`config.mk`:
```
export PLATFORM = sky130hd
export DESIGN_NAME = led_channel_fault_supervisor
export DESIGN_NICKNAME = d
export VERILOG_FILES = /design/src/hw/pin_sync.v /design/src/hw/channel_timer.v /design/src/hw/led_channel_fault_supervisor.v
export VERILOG_INCLUDE_DIRS = /design/src /design/src/common
export SDC_FILE = /design/constraint.sdc
export NUM_CORES = 1
export LEC_CHECK = 0
export ABC_CLOCK_PERIOD_IN_PS = 2600
export BUFFER_PORTS_ARGS = -buffer_cell sky130_fd_sc_hd__clkbuf_2
export CAP_MARGIN = 20
export CELL_PAD_IN_SITES_DETAIL_PLACEMENT = 1
export CELL_PAD_IN_SITES_GLOBAL_PLACEMENT = 1
export CORE_MARGIN = 2
export CORE_UTILIZATION = 46
export DETAILED_ROUTE_END_ITERATION = 7
export PLACE_DENSITY = 0.89
export SLEW_MARGIN = 20
export SYNTH_ARGS = -nofsm -noshare
export SYNTH_HDL_FRONTEND = slang
export SYNTH_SLANG_ARGS = --single-unit
```
`constraint.sdc`:
```
create_clock -name clk_i -period 2.6 [get_ports clk_i]
set_clock_uncertainty 0.05 [all_clocks]
set_input_delay 0.26 -clock clk_i [delete_from_list [all_inputs] [get_ports clk_i]]
set_output_delay 0.26 -clock clk_i [all_outputs]
set_load 0.005 [all_outputs]
```
`src/common/fault_supervisor_defs.vh`:
```
`ifndef FAULT_SUPERVISOR_DEFS_VH
`define FAULT_SUPERVISOR_DEFS_VH

// channel count and timeout
`define FS_NUM_CH          4
`define FS_TIMEOUT_CYCLES  6
`define FS_TIMEOUT_W       4
// channels already off by fault or exclusion that make a further short fatal
`define FS_SHUT_LIMIT      3
// supervisor state codes
`define FS_ST_OFF          2'h0
`define FS_ST_START        2'h1
`define FS_ST_RUN          2'h2
`define FS_ST_LATCH        2'h3

`endif

```
`src/hw/pin_sync.v`:
```
`timescale 1ns/1ps
`default_nettype none

// two flip-flop synchroniser, one per bit
module pin_sync #(
	parameter W = 1
) (
	input  wire         clk_i,
	input  wire         rst_n_i,
	input  wire         ce_i,
	input  wire [W-1:0] d_i,
	output reg  [W-1:0] q_o
);

	reg [W-1:0] meta;

	// first stage feeds only the second
	always @(posedge clk_i) begin
		if (!rst_n_i) begin
			meta <= {W{1'b0}};
			q_o  <= {W{1'b0}};
		end else if (ce_i) begin
			meta <= d_i;
			q_o  <= meta;
		end
	end

endmodule

`default_nettype wire

```
`src/hw/channel_timer.v`:
```
`timescale 1ns/1ps
`default_nettype none
`include "fault_supervisor_defs.vh"

// per-channel fault timeout counted in dimming periods
module channel_timer #(
	parameter TIMEOUT = `FS_TIMEOUT_CYCLES
) (
	input  wire clk_i,
	input  wire rst_n_i,
	input  wire ce_i,
	input  wire fault_i,
	input  wire hold_i,
	input  wire pwm_edge_i,
	input  wire direct_pwm_i,
	output reg  expired_o
);

	reg [`FS_TIMEOUT_W-1:0] count;

	// count boundaries while fault persists, clear when it goes away
	always @(posedge clk_i) begin
		if (!rst_n_i) begin
			count     <= {`FS_TIMEOUT_W{1'b0}};
			expired_o <= 1'b0;
		end else if (ce_i) begin
			if (!fault_i) begin
				count <= {`FS_TIMEOUT_W{1'b0}};
			end else if (pwm_edge_i && !hold_i && !expired_o) begin
				if (count == TIMEOUT[`FS_TIMEOUT_W-1:0] - 4'h1) begin
					expired_o <= 1'b1;
				end else begin
					count <= count + 4'h1;
				end
			end
			// direct pwm: count clears only when fault is absent, as above, so timeout stays at six boundaries
			if (direct_pwm_i && !fault_i) begin
				count <= {`FS_TIMEOUT_W{1'b0}};
			end
		end
	end

endmodule

`default_nettype wire

```
`src/hw/led_channel_fault_supervisor.v`:
```
// Contract
// - disable a channel staying over 8V above the lowest, after timeout
// - shorted channel switches off after six dimming periods of fault
// - direct PWM mode may stretch the timeout beyond six periods; the code keeps it at six periods
// - channel marked good at target; later drop means open, timed out
// - output overvoltage starts timeout for every channel not yet good
// - infinite open times out after six periods; others keep regulating
// - short with three channels already off shuts all channels down
// - short below threshold stays enabled, no fault
// - one channel fault leaves other channel enables untouched
// - grounded channel pin found at start-up and excluded
// - load transients hold fault timeouts until feedback is stable
// - low supply stops switching and resets to defaults
// - over-temperature stops boost and sinks, latched until reset
// - input overvoltage shuts down and latches until reset
// - enable low shuts the whole device down
// - output or switch node grounded at start-up blocks switching
`timescale 1ns/1ps
`default_nettype none
`include "fault_supervisor_defs.vh"

module led_channel_fault_supervisor #(
	parameter NUM_CH  = `FS_NUM_CH,
	parameter TIMEOUT = `FS_TIMEOUT_CYCLES
) (
	input  wire              clk_i,
	input  wire              rst_n_i,
	input  wire              ce_i,
	input  wire              enable_pin_i,
	input  wire              low_supply_lockout_i,
	input  wire              over_temp_i,
	input  wire              input_overvoltage_i,
	input  wire              output_overvoltage_limit_i,
	input  wire              output_grounded_i,
	input  wire              boost_switch_node_grounded_i,
	input  wire              transient_i,
	input  wire              feedback_stable_i,
	input  wire              direct_pwm_i,
	input  wire              pwm_period_i,
	input  wire [NUM_CH-1:0] short_voltage_threshold_i,
	input  wire [NUM_CH-1:0] at_target_i,
	input  wire [NUM_CH-1:0] pin_grounded_i,
	output reg  [NUM_CH-1:0] channel_enable_o,
	output reg               boost_enable_o,
	output reg               latched_off_o
);

	////////////////////////////////////////////////////////////////////////
	// input synchronisers

	localparam SW = NUM_CH * 3 + 12;

	wire [SW-1:0] raw_in;
	wire [SW-1:0] sync_in;

	assign raw_in = {short_voltage_threshold_i, at_target_i, pin_grounded_i,
		enable_pin_i, low_supply_lockout_i, over_temp_i, input_overvoltage_i,
		output_overvoltage_limit_i, output_grounded_i, boost_switch_node_grounded_i,
		transient_i, feedback_stable_i, direct_pwm_i, pwm_period_i, 1'b0};

	pin_sync #(
		.W (SW)
	) u_sync (
		.clk_i   (clk_i),
		.rst_n_i (rst_n_i),
		.ce_i    (ce_i),
		.d_i     (raw_in),
		.q_o     (sync_in)
	);

	wire [NUM_CH-1:0] short_s;
	wire [NUM_CH-1:0] target_s;
	wire [NUM_CH-1:0] gnd_s;
	wire              en_s;
	wire              low_supply_lockout_s;
	wire              otp_s;
	wire              vin_ov_s;
	wire              ovp_s;
	wire              out_gnd_s;
	wire              sw_gnd_s;
	wire              trans_s;
	wire              stable_s;
	wire              direct_s;
	wire              pwm_s;
	wire              unused_s;

	assign {short_s, target_s, gnd_s, en_s, low_supply_lockout_s, otp_s, vin_ov_s, ovp_s,
		out_gnd_s, sw_gnd_s, trans_s, stable_s, direct_s, pwm_s, unused_s} = sync_in;

	////////////////////////////////////////////////////////////////////////
	// reset sources and dimming boundary

	reg  [1:0] state;
	reg        pwm_d;
	reg        hold;
	wire       soft_rst_n;
	wire       pwm_edge;

	// enable low or low supply returns everything but the synchroniser and pwm_d to defaults
	assign soft_rst_n = rst_n_i & en_s & ~low_supply_lockout_s;
	assign pwm_edge   = pwm_s & ~pwm_d;

	// rising edge of dimming period
	always @(posedge clk_i) begin
		if (!rst_n_i) begin
			pwm_d <= 1'b0;
		end else if (ce_i) begin
			pwm_d <= pwm_s;
		end
	end

	// hold timeouts from a transient until feedback is stable
	always @(posedge clk_i) begin
		if (!soft_rst_n) begin
			hold <= 1'b0;
		end else if (ce_i) begin
			if (trans_s) begin
				hold <= 1'b1;
			end else if (stable_s) begin
				hold <= 1'b0;
			end
		end
	end

	////////////////////////////////////////////////////////////////////////
	// per-channel good marks, fault detection and timers

	reg  [NUM_CH-1:0] good;
	reg  [NUM_CH-1:0] excluded;
	reg  [NUM_CH-1:0] faulted;
	reg  [NUM_CH-1:0] open_fault;
	wire [NUM_CH-1:0] fault_cond;
	wire [NUM_CH-1:0] expired;
	wire [NUM_CH-1:0] live;

	assign live = ~excluded & ~faulted;

	genvar g;
	generate
		for (g = 0; g < NUM_CH; g = g + 1) begin : g_ch
			// short comparator high only when over threshold; below it no fault
			assign fault_cond[g] = live[g] & (state == `FS_ST_RUN) &
				(short_s[g] | open_fault[g] | (ovp_s & ~good[g]));

			channel_timer #(
				.TIMEOUT (TIMEOUT)
			) u_timer (
				.clk_i        (clk_i),
				.rst_n_i      (soft_rst_n),
				.ce_i         (ce_i),
				.fault_i      (fault_cond[g]),
				.hold_i       (hold),
				.pwm_edge_i   (pwm_edge),
				.direct_pwm_i (direct_s),
				.expired_o    (expired[g])
			);

			// good once at target, open when a good channel drops
			always @(posedge clk_i) begin
				if (!soft_rst_n) begin
					good[g]       <= 1'b0;
					open_fault[g] <= 1'b0;
				end else if (ce_i) begin
					if (target_s[g]) begin
						good[g]       <= 1'b1;
						open_fault[g] <= 1'b0;
					end else if (good[g] && state == `FS_ST_RUN) begin
						open_fault[g] <= 1'b1;
					end
				end
			end

			// faulted channel latched off, touching no other channel
			always @(posedge clk_i) begin
				if (!soft_rst_n) begin
					faulted[g] <= 1'b0;
				end else if (ce_i && expired[g]) begin
					faulted[g] <= 1'b1;
				end
			end
		end
	endgenerate

	////////////////////////////////////////////////////////////////////////
	// count of shut channels for the fatal short case

	reg [2:0] shut_count;
	integer   i;

	// channels already off by fault or exclusion
	always @* begin
		shut_count = 3'h0;
		for (i = 0; i < NUM_CH; i = i + 1) begin
			shut_count = shut_count + {2'h0, ~live[i]};
		end
	end

	wire new_short_expiry;

	assign new_short_expiry = |(expired & ~faulted & short_s);

	////////////////////////////////////////////////////////////////////////
	// supervisor state machine

	reg [1:0] next_state;

	// start-up screening, run, latched shutdown
	always @* begin
		next_state = state;
		case (state)
			`FS_ST_OFF: begin
				next_state = `FS_ST_START;
			end
			`FS_ST_START: begin
				if (!out_gnd_s && !sw_gnd_s) begin
					next_state = `FS_ST_RUN;
				end
			end
			`FS_ST_RUN: begin
				if (otp_s || vin_ov_s) begin
					next_state = `FS_ST_LATCH;
				end else if (new_short_expiry && shut_count >= `FS_SHUT_LIMIT) begin
					next_state = `FS_ST_LATCH;
				end
			end
			default: begin
				next_state = `FS_ST_LATCH;
			end
		endcase
		if (otp_s || vin_ov_s) begin
			next_state = `FS_ST_LATCH;
		end
	end

	always @(posedge clk_i) begin
		if (!soft_rst_n) begin
			state <= `FS_ST_OFF;
		end else if (ce_i) begin
			state <= next_state;
		end
	end

	// grounded pins caught once at start-up and excluded
	always @(posedge clk_i) begin
		if (!soft_rst_n) begin
			excluded <= {NUM_CH{1'b0}};
		end else if (ce_i && state == `FS_ST_START) begin
			excluded <= gnd_s;
		end
	end

	////////////////////////////////////////////////////////////////////////
	// registered outputs

	always @(posedge clk_i) begin
		if (!soft_rst_n) begin
			channel_enable_o <= {NUM_CH{1'b0}};
			boost_enable_o   <= 1'b0;
			latched_off_o    <= 1'b0;
		end else if (ce_i) begin
			if (next_state == `FS_ST_RUN) begin
				// on entry from start-up the exclusion mask is not stored yet, so mask grounded pins here
				channel_enable_o <= live & ~expired &
					((state == `FS_ST_START) ? ~gnd_s : {NUM_CH{1'b1}});
				boost_enable_o   <= 1'b1;
			end else begin
				channel_enable_o <= {NUM_CH{1'b0}};
				boost_enable_o   <= 1'b0;
			end
			latched_off_o <= (next_state == `FS_ST_LATCH);
		end
	end

endmodule

`default_nettype wire

```
==> impl_metrics.yaml, run 1 <==
status:
  status: "completed"
clock_network:
  post_cts_buffers: 0
  cts_tree: "built"
  cts_max_level: 3
  cts_root_buffer: "clkbuf_8"
  cts_resized: 0
  cts_buffers: 9
  clk_path_buf_depth: 2
  clk_latency_ns: 0.36
  clkSinkCount: 90
  hold_buffers: 0
  clk_pin_slew_ns: 0.09
floorplan:
  start_util_pct: 47.2
  core_um2: 8130
  rows: 33
  die_h_um: 95.3
  io_pins: 32
  die_x_um: 95.3
  die_area_um2: 9090
synthesis:
  netlist_area_um2: 3840
  syn_area_per_cell_um2: 9.64
  yosys_warnings: 0
  synth.net_count: 435
  synth-main-ff-cell: "dfxtp_1"
  ys_seq_area_share_pct: 47.0
  synth_top_cell_area_share_pct: 47.0
  async_flop_share_pct: 0
  ys_types: 45
  synth_top_cell_by_area: "dfxtp_1"
  ys_top_cells_by_count: "dfxtp_1 (90), nor2b_1 (51), mux2i_1 (45)"
  ys_ff_latch: 90
  synth_area_leaders: "dfxtp_1 (47%), mux2i_1 (12%), nor2b_1 (8.3%)"
  synth_edf_count: 0
  yosysMostFrequentCell: "dfxtp_1"
  synthCells: 398
detailed_routing:
  finalWirelength_um: 8830
  firstDrtPassIters: 4
  route.detailed.wl_per_inst_um: 16.5
  drc: 0
  drt_iter0_markers: 94
  antenna_left: 0
  via_count: 2908
  routed_via_density: 5.44
global_routing:
  grt_max_degree: 46
  antenna_found_initial: 0
  grt_pass1_wl_um: 15000
  grt_pass1_vias: 2998
  track_usage_pct: 21.5
  gr-total-overflow: 0
pwr:
  power.density_nw_per_um2: 617
  leakage_uw: 0.00173
  power_uw: 2660
  vdd_drop_max_mv: 0.366
setup_path:
  ff2ff_path_depth: 9
  worstSetupEndpointType: "register"
  cp.required_ns: 2.79
  start_kind: "register"
  critPathArrivalTime_ns: 2.51
  cp_max_fo: 4
  critPathKind: "reg -> reg"
timing:
  final-hold-violation-count: 0
  tns_ns: 0
  slew_headroom_pct: 45.6
  drv_slew: 0
  clock.fmax_ghz: 0.430
  finalSetupViolations: 0
  fin_crit_ns: 2.32
  tightest_slew_ns: 0.796
  period_share_pct: 89.4
  rsz0062_at_grt: "no"
  hold_slack_ns: 0.105
finish:
  final-seq-area_um2: 1800
  area_delta_synth_final_pct: 12.4
  nets: 462
  fin_cells: 535
  multi_input_area_um2: 1890
  n_fill_cell: 919
  antenna_cells: 0
  layout-drive-gt1-share_pct: 13.7
placement:
  dpl.hpwl_um: 6420
  dp_cells: 519
  io_buffers: 30
  finalWeightedCongestion: 0.887
worst_hold_path:
  hold_path_depth: 3
  min_path_type: "in -> reg"
run:
  cap_violations: 0
[flip-flops by register name (all words and copies together), names as in the netlist]
register	flops
latched_off_o	1
channel_enable_o	4
state	2
faulted	4
u_sync.q_o	22
g_ch.u_timer.count	16
hold	1
u_sync.meta	22
good	4
pwm_d	1
g_ch.u_timer.expired_o	4
excluded	4
open_fault	4
boost_enable_o	1
[through the flow]
step / cell area, µm² / setup slack, ns / util (%)
floorplan: 3840 / 0.467 / -
global placement: 4080 / 0.426 / 50.2
detailed placement: 4080 / 0.281 / 50.2
CTS: 4310 / 0.269 / 53.0
global route: 4310 / 0.133 / 53.0
finish: 4310 / 0.277 / 53.0
[metal layers]
metal	global-route usage [%]	part of all wire (%)	vias to the layer above
met5	0	0	-
met4	7.61	1.5	0
met3	4.35	3.7	12
met2	37.7	51	54
met1	26.2	44	1406
li1	-	-	1436
[cell families (layout without fill, tap and decap cells)]
logic type               after synthesis  after routing  share of synthesized area [%]
flip-flops                            90             90                           47.0
buffers and inverters                 34             66                           3.78
AND/OR/NAND/NOR                      139            139                           20.1
multiplexers                          45             45                           11.7
XOR/XNOR                               8              8                           1.83
adder cells (fa/ha/maj)               11             11                           3.59
AO/OA/AOI/OAI                         71             71                           12.0
[power by group]
group | internal, µW | switching, µW
sequential | 1410 | 23.1
combinational | 72.0 | 77.0
clock | 569 | 508
[placed cells by master (no fill, tap or decap), types with 2 or more instances in the layout]
cell and count:
a2111o_1 2, mux2i_1 45, a21oi_1 26, or3_1 2, a31oi_1 8, and3b_1 3
nand4_1 4, o311ai_1 2, xnor2_1 2, a22oi_1 2, o311a_1 2, ha_1 11
a21boi_1 2, or2_1 2, o21ai_1 3, a21o_1 2, a2111oi_0 3, nor3b_4 2
nor2b_1 51, inv_1 11, nor3_1 2, clkbuf_8 10, dfxtp_1 90, bufinv_16 2
clkbuf_2 29, nor3b_1 4, a211oi_1 4, nor2_1 34, nand3_1 11, buf_4 10
clkinv_4 2, nand2_1 19, xor2_1 6, o21ai_0 8
[cell type report]
type,instances,share of cell area [%]
clock buffers,10,3.19
inverters,11,0.958
well taps,105,3.05
clock inverters,6,2.09
repair buffers,39,5.11
multi-input cells,274,43.8
flip-flops and latches,90,41.8
[critical path, stage by stage (launching register included)]
cell and delay, ns:
dfxtp_1 0.34, nor2_1 0.18, xor2_1 0.16, ha_1 0.25, ha_1 0.19, ha_1 0.27
a21o_1 0.11, o211ai_1 0.10, and3_1 0.17, o41ai_1 0.37
[path summary, 6_finish.rpt]
path	to	from	slack, ns
setup reg to reg	latched_off_o$_SDFFE_PN0P_	faulted[1]$_SDFFE_PN0P_	0.28
hold / removal	u_sync.meta[4]$_SDFFE_PN0P_	transient_i	0.10
hold reg to reg	excluded[2]$_SDFFE_PN0P_	excluded[2]$_SDFFE_PN0P_	0.42
setup / recovery	latched_off_o$_SDFFE_PN0P_	faulted[1]$_SDFFE_PN0P_	0.28
Note: power is estimated with default switching activity, not from simulation.
==> run 2, diff against run 1 <==
Settings changed: ABC_AREA from default to 1, CORE_UTILIZATION 46 to 44.
==> run 2 against run 1 <==
  * Sequential share of layout area rose by 0.44 points
  * Cell count rose by 20%
  * First-iteration DRC count fell by 16%
==> impl_metrics.yaml, run 2 <==
timing:
  final-hold-violation-count: 0
  tightest_slew_ns: 0.955
  drv_slew: 0
  finalSetupViolations: 0
  fin_crit_ns: 2.28
  fin_ws_ns: 0.323
  slew_headroom_pct: 35.9
  tns_ns: 0
  period_share_pct: 87.6
  rsz0062_at_grt: "no"
  clock.fmax_ghz: 0.439
setup_path:
  cp_max_fo: 6
  critPathKind: "reg -> reg"
  crit_top_cell: "ha_1"
  reg2reg_from: "excluded[3]$_SDFFE_PN0P_"
  critPathArrivalTime_ns: 2.49
  ff2ff_path_depth: 10
  cp.required_ns: 2.81
  worstSetupEndpointType: "register"
  max_stage_delay_ns: 0.33
  r2r_setup_slack_ns: 0.32
  r2r_end: "channel_enable_o[2]$_SDFFE_PN0P_"
  slowest_stage: "dfxtp_1"
  crit_chain: "nor2_1 -> inv_1 -> ha_1 -> ha_1 -> ha_1 -> a21oi_1 -> nor2_1 -> o21ai_2 -> nand4_1 -> a21oi_1"
  start_kind: "register"
clock_network:
  clk_path_buf_depth: 2
  clkSinkCount: 90
  cts_resized: 0
  cts_root_buffer: "clkbuf_8"
  cts_max_level: 3
  post_cts_buffers: 0
  hold_buffers: 0
  clk_latency_ns: 0.37
  cts_buffers: 9
  cts_tree: "built"
  clk_pin_slew_ns: 0.10
synthesis:
  ys_top_cells_by_count: "nor2_1 (120), dfxtp_1 (90), o21ai_0 (54)"
  async_flop_share_pct: 0
  synth_area_leaders: "dfxtp_1 (47%), nor2_1 (12%), o21ai_0 (7.0%)"
  ys_types: 34
  synth_top_cell_area_share_pct: 46.8
  synth_edf_count: 0
  synthCells: 502
  synth_top_cell_by_area: "dfxtp_1"
  ys_seq_area_share_pct: 46.8
  synth-main-ff-cell: "dfxtp_1"
  yosys_warnings: 0
  syn_area_per_cell_um2: 7.67
  netlist_area_um2: 3850
  ys_ff_latch: 90
  yosysMostFrequentCell: "nor2_1"
  synth.net_count: 539
global_routing:
  grt_pass1_wl_um: 16200
  gr-total-overflow: 0
  track_usage_pct: 20.9
  antenna_found_initial: 0
  grt_max_degree: 46
  grt_pass1_vias: 3529
pwr:
  clockPowerShare_pct: 34.9
  power.switching_uw: 684
  power.density_nw_per_um2: 593
  leakage_uw: 0.00163
  power.share.switching_pct: 27.1
  p_int_uw: 1840
  power.share.combinational_pct: 7.7
  vdd_drop_max_mv: 0.359
  seqPwrFrac_pct: 57.5
detailed_routing:
  firstDrtPassIters: 4
  drc: 0
  antenna_left: 0
  finalWirelength_um: 9470
  route.detailed.wl_per_inst_um: 14.8
  via_count: 3392
  drt_iter0_markers: 79
  routed_via_density: 5.30
finish:
  n_fill_cell: 1102
  fin_cells: 640
  layout-drive-gt1-share_pct: 14.5
  antenna_cells: 0
  reg.largest.list: "u_sync.meta: 22 flops, u_sync.q_o: 22 flops, g_ch.u_timer.count: 16 flops"
  nets: 564
  area_delta_synth_final_pct: 10.8
  multi_input_area_um2: 1800
  final_cell_mix: "nor2_1 (120), dfxtp_1 (90), o21ai_0 (54), a21oi_1 (47), nand2_1 (45)"
  layout_commonest_cell: "nor2_1"
  final-seq-area_um2: 1800
placement:
  dpl.hpwl_um: 6600
  dp_cells: 624
  finalWeightedCongestion: 0.784
  dp_slack_ns: 0.405
  io_buffers: 30
status:
  status: "completed"
worst_hold_path:
  min_from: "low_supply_lockout_i"
  min_path_type: "in -> reg"
  whs_endpoint: "u_sync.meta[10]$_SDFFE_PN0P_"
  hold_path_depth: 3
floorplan:
  die_area_um2: 9520
  die_h_um: 97.6
  rows: 34
  die_x_um: 97.6
  start_util_pct: 44.8
  core_um2: 8590
  io_pins: 32
run:
  cap_violations: 0
[run 2: cell count changes after synthesis, sizes merged, moves of 23 or more]
cell,delta
mux2i,-45
nor2,+88
nor2b,-51
a21oi,+23
inv,+28
nand2,+35
o21ai,+47
[run 2: layer usage]
layer	share of wire (%)	wire [µm]	up-vias	GRT usage, %
li1	-	-	1699	-
met5	0	0	-	0
met3	3.1	292	10	5.04
met2	52	4970	46	39.2
met1	43	4070	1637	23.5
met4	1.5	139	0	5.24
[run 2: worst max-delay path: cells and delay by family, from the launching register on]
kind | cells | cell delay [ns]
flip-flops | 1 | 0.33
AND/OR/NAND/NOR | 3 | 0.45
AO/OA/AOI/OAI | 3 | 0.44
adder cells (fa/ha/maj) | 3 | 0.77
buffers and inverters | 1 | 0.13
[run 2: per-stage QoR]
stage | util, % | hold slack, ns | instance area (µm²) | total power [µW]
finish | 49.7 | 0.0609 | 4270 | 2530
global route | 49.7 | 0.0532 | 4270 | 2650
CTS | 49.7 | 0.0487 | 4270 | 2560
detailed placement | 47.6 | 0.397 | 4090 | 1680
global placement | 47.6 | 0.388 | 4090 | 1670
floorplan | - | 0.345 | 3850 | 1610
[run 2: worst max-delay path by stage]
stage	slack [ns]	endpoint	startpoint
floorplan	0.46	state[0]$_SDFFE_PN0P_	faulted[1]$_SDFFE_PN0P_
global route	0.14	channel_enable_o[0]$_SDFFE_PN0P_	faulted[3]$_SDFFE_PN0P_
global placement	0.49	state[0]$_SDFFE_PN0P_	faulted[1]$_SDFFE_PN0P_
detailed placement	0.41	state[0]$_SDFFE_PN0P_	faulted[0]$_SDFFE_PN0P_
finish	0.32	channel_enable_o[2]$_SDFFE_PN0P_	excluded[3]$_SDFFE_PN0P_
CTS	0.33	channel_enable_o[2]$_SDFFE_PN0P_	excluded[3]$_SDFFE_PN0P_
[run 2: layout make-up]
cell class                      instances  share of cell area (%)
Sequential cell                        90                    42.2
Tap cell                              108                    3.17
Inverter                               39                    3.43
Clock inverter                          6                    1.14
Timing Repair Buffer                   37                    4.75
Clock buffer                           10                    2.99
Multi-Input combinational cell        350                    42.3
[run 2: cells by family after synthesis]
family / after synthesis / share of synthesized area (%)
AOI/OAI and AO/OA: 115 / 15.9
DFF: 90 / 46.8
buffers and inverters: 62 / 6.40
and+or+nand+nor: 220 / 26.4
adders and majority gates: 11 / 3.57
xor gates and xnor gates: 4 / 0.910
[run 2: power by group through the flow]
stage / Combinational, µW / Clock, µW / Sequential [µW]
floorplan: 137 / 0 / 1480
global placement: 184 / 0 / 1480
detailed placement: 193 / 0 / 1490
CTS: 196 / 906 / 1450
global route: 219 / 967 / 1460
finish: 194 / 882 / 1450
==> run 3, diff against run 2 <==
Settings changed: ABC_CLOCK_PERIOD_IN_PS 2600 to 2180.
Clock period 2.6 ns to 2.18 ns, I/O delays scaled along.
==> run 3 against run 2 <==
  * Maximum frequency increased by 8.6%
  * Sequential share of layout area decreased by 1.1 points
  * Total power increased by 25%
  * Via count increased by 0.21%
  * Routed wire length increased by 3.0%
  * Worst setup slack got worse by 0.24 ns
  * Count of clock-buffer cells in the layout unchanged
  * Largest power group unchanged
==> impl_metrics.yaml, run 3 (synthesized netlist as in run 2, its figures left out) <==
clock_network:
  cts_max_level: 3
  hold_buffers: 0
  cts_root_buffer: "clkbuf_8"
  cts_tree: "built"
  clk_pin_slew_ns: 0.09
  clk_latency_ns: 0.36
  clk_path_buf_depth: 2
  cts_buffers: 9
  clkSinkCount: 90
finish:
  layout_commonest_cell: "nor2_1"
  area_delta_synth_final_pct: 14.1
  layout-drive-gt1-share_pct: 17.0
  n_fill_cell: 1104
  fin_area_um2: 4390
  multi_input_area_um2: 1860
  antenna_cells: 0
  reg.largest.list: "u_sync.meta: 22 flops, u_sync.q_o: 22 flops, g_ch.u_timer.count: 16 flops"
  nets: 568
  final-seq-area_um2: 1810
  final_cell_mix: "nor2_1 (118), dfxtp_1 (86), o21ai_0 (54), a21oi_1 (46), nand2_1 (45)"
detailed_routing:
  drt_iter0_markers: 159
  route.detailed.wl_per_inst_um: 15.2
  routed_via_density: 5.29
  drc: 0
  finalWirelength_um: 9760
  antenna_left: 0
  firstDrtPassIters: 4
  via_count: 3399
status:
  status: "completed"
worst_hold_path:
  whs_endpoint: "u_sync.meta[23]$_SDFFE_PN0P_"
  hold_path_depth: 3
  min_from: "short_voltage_threshold_i[3]"
  min_path_type: "in -> reg"
timing:
  slew_headroom_pct: 70.9
  tns_ns: 0
  period_share_pct: 96.2
  fin_ws_ns: 0.0829
  finalSetupViolations: 0
  hold_slack_ns: 0.0229
  clock.fmax_ghz: 0.477
  fin_crit_ns: 2.10
  final-hold-violation-count: 0
  tightest_slew_ns: 0.436
  drv_slew: 0
pwr:
  power.share.switching_pct: 25.7
  p_int_uw: 2340
  vdd_drop_max_mv: 0.347
  leakage_uw: 0.00167
  power.density_nw_per_um2: 717
  seqPwrFrac_pct: 55.0
  power.switching_uw: 811
  clockPowerShare_pct: 37.5
  power.share.combinational_pct: 7.4
setup_path:
  worstSetupEndpointType: "register"
  ff2ff_path_depth: 11
  critPathKind: "reg -> reg"
  reg2reg_from: "excluded[1]$_SDFFE_PN0P_"
  start_kind: "register"
  cp_max_fo: 6
  r2r_setup_slack_ns: 0.08
  cp.required_ns: 2.43
  critPathArrivalTime_ns: 2.34
  r2r_end: "channel_enable_o[2]$_SDFFE_PN0P_"
global_routing:
  grt_pass1_vias: 3484
  grt_max_degree: 46
  antenna_found_initial: 0
  gr-total-overflow: 0
  track_usage_pct: 20.3
  grt_pass1_wl_um: 16000
floorplan:
  core_um2: 8590
  rows: 34
  die_x_um: 97.6
  io_pins: 32
  start_util_pct: 44.8
  die_h_um: 97.6
  die_area_um2: 9520
run:
  cap_violations: 0
placement:
  io_buffers: 30
  finalWeightedCongestion: 0.820
  dpl_cell_area_um2: 4120
  dp_slack_ns: -0.00793
  dpl.hpwl_um: 6500
## run 3: metrics by stage
stage               cells  util (%)  power (µW)
global placement      626      47.9        1990
finish                643      51.1        3150
global route          643      51.1        3270
CTS                   641      50.3        3170
detailed placement    626      47.9        2000
floorplan             502         -        1920
## run 3: metal layers
metal  up-vias  GRT usage, %  share of wire (%)
li1       1696             -                  -
met1      1650          24.8                 45
met2        41          36.3                 51
met3        12          3.81                2.5
met4         0          5.45                1.5
met5         -             0                  0
## run 3: layout make-up
type | instances | area share, %
sequential | 90 | 41.1
tap | 108 | 3.08
inverter | 39 | 3.33
clock inverter | 5 | 1.42
multi-input combinational | 350 | 42.3
timing repair buffer | 41 | 5.58
clock buffer | 10 | 3.13
## run 3: how the worst max path moves through the flow
stage,end,depth (start not counted),slack [ns],start
5_1_grt,channel_enable_o[2]$_SDFFE_PN0P_,11,-0.03,faulted[1]$_SDFFE_PN0P_
3_3_place_gp,state[0]$_SDFFE_PN0P_,12,0.09,faulted[1]$_SDFFE_PN0P_
6_report,channel_enable_o[2]$_SDFFE_PN0P_,11,0.08,excluded[1]$_SDFFE_PN0P_
3_5_place_dp,channel_enable_o[1]$_SDFFE_PN0P_,11,-0.008,faulted[1]$_SDFFE_PN0P_
4_1_cts,channel_enable_o[1]$_SDFFE_PN0P_,11,0.007,faulted[1]$_SDFFE_PN0P_
2_1_floorplan,state[0]$_SDFFE_PN0P_,12,0.04,faulted[1]$_SDFFE_PN0P_
## run 3: critical path, cell delays in order (launching register included)
cell and delay, ns:
dfxtp_2 0.34, nor2_4 0.13, xnor2_1 0.13, inv_1 0.09
ha_4 0.23, ha_4 0.17, ha_4 0.23, a21oi_2 0.13
nor2_1 0.06, o21ai_2 0.13, nand4_1 0.17, a21oi_1 0.18
## run 3: repair_timing
item / CTS / global route
pin swaps: 0 / 5
endpoints found under the hold margin: 0 / 0
gates resized for setup: 2 / 11
buffers inserted: 0 / 2
setup endpoints to repair: 6 / 7
## run 3: power by group through the flow
| stage | clock, µW | sequential, µW | combinational (µW) |
|---|---|---|---|
| 5_1_grt | 1260 | 1740 | 269 |
| 2_1_floorplan | 0 | 1760 | 164 |
| 4_1_cts | 1200 | 1730 | 235 |
| 6_report | 1180 | 1730 | 234 |
| 3_5_place_dp | 0 | 1770 | 231 |
| 3_3_place_gp | 0 | 1770 | 223 |
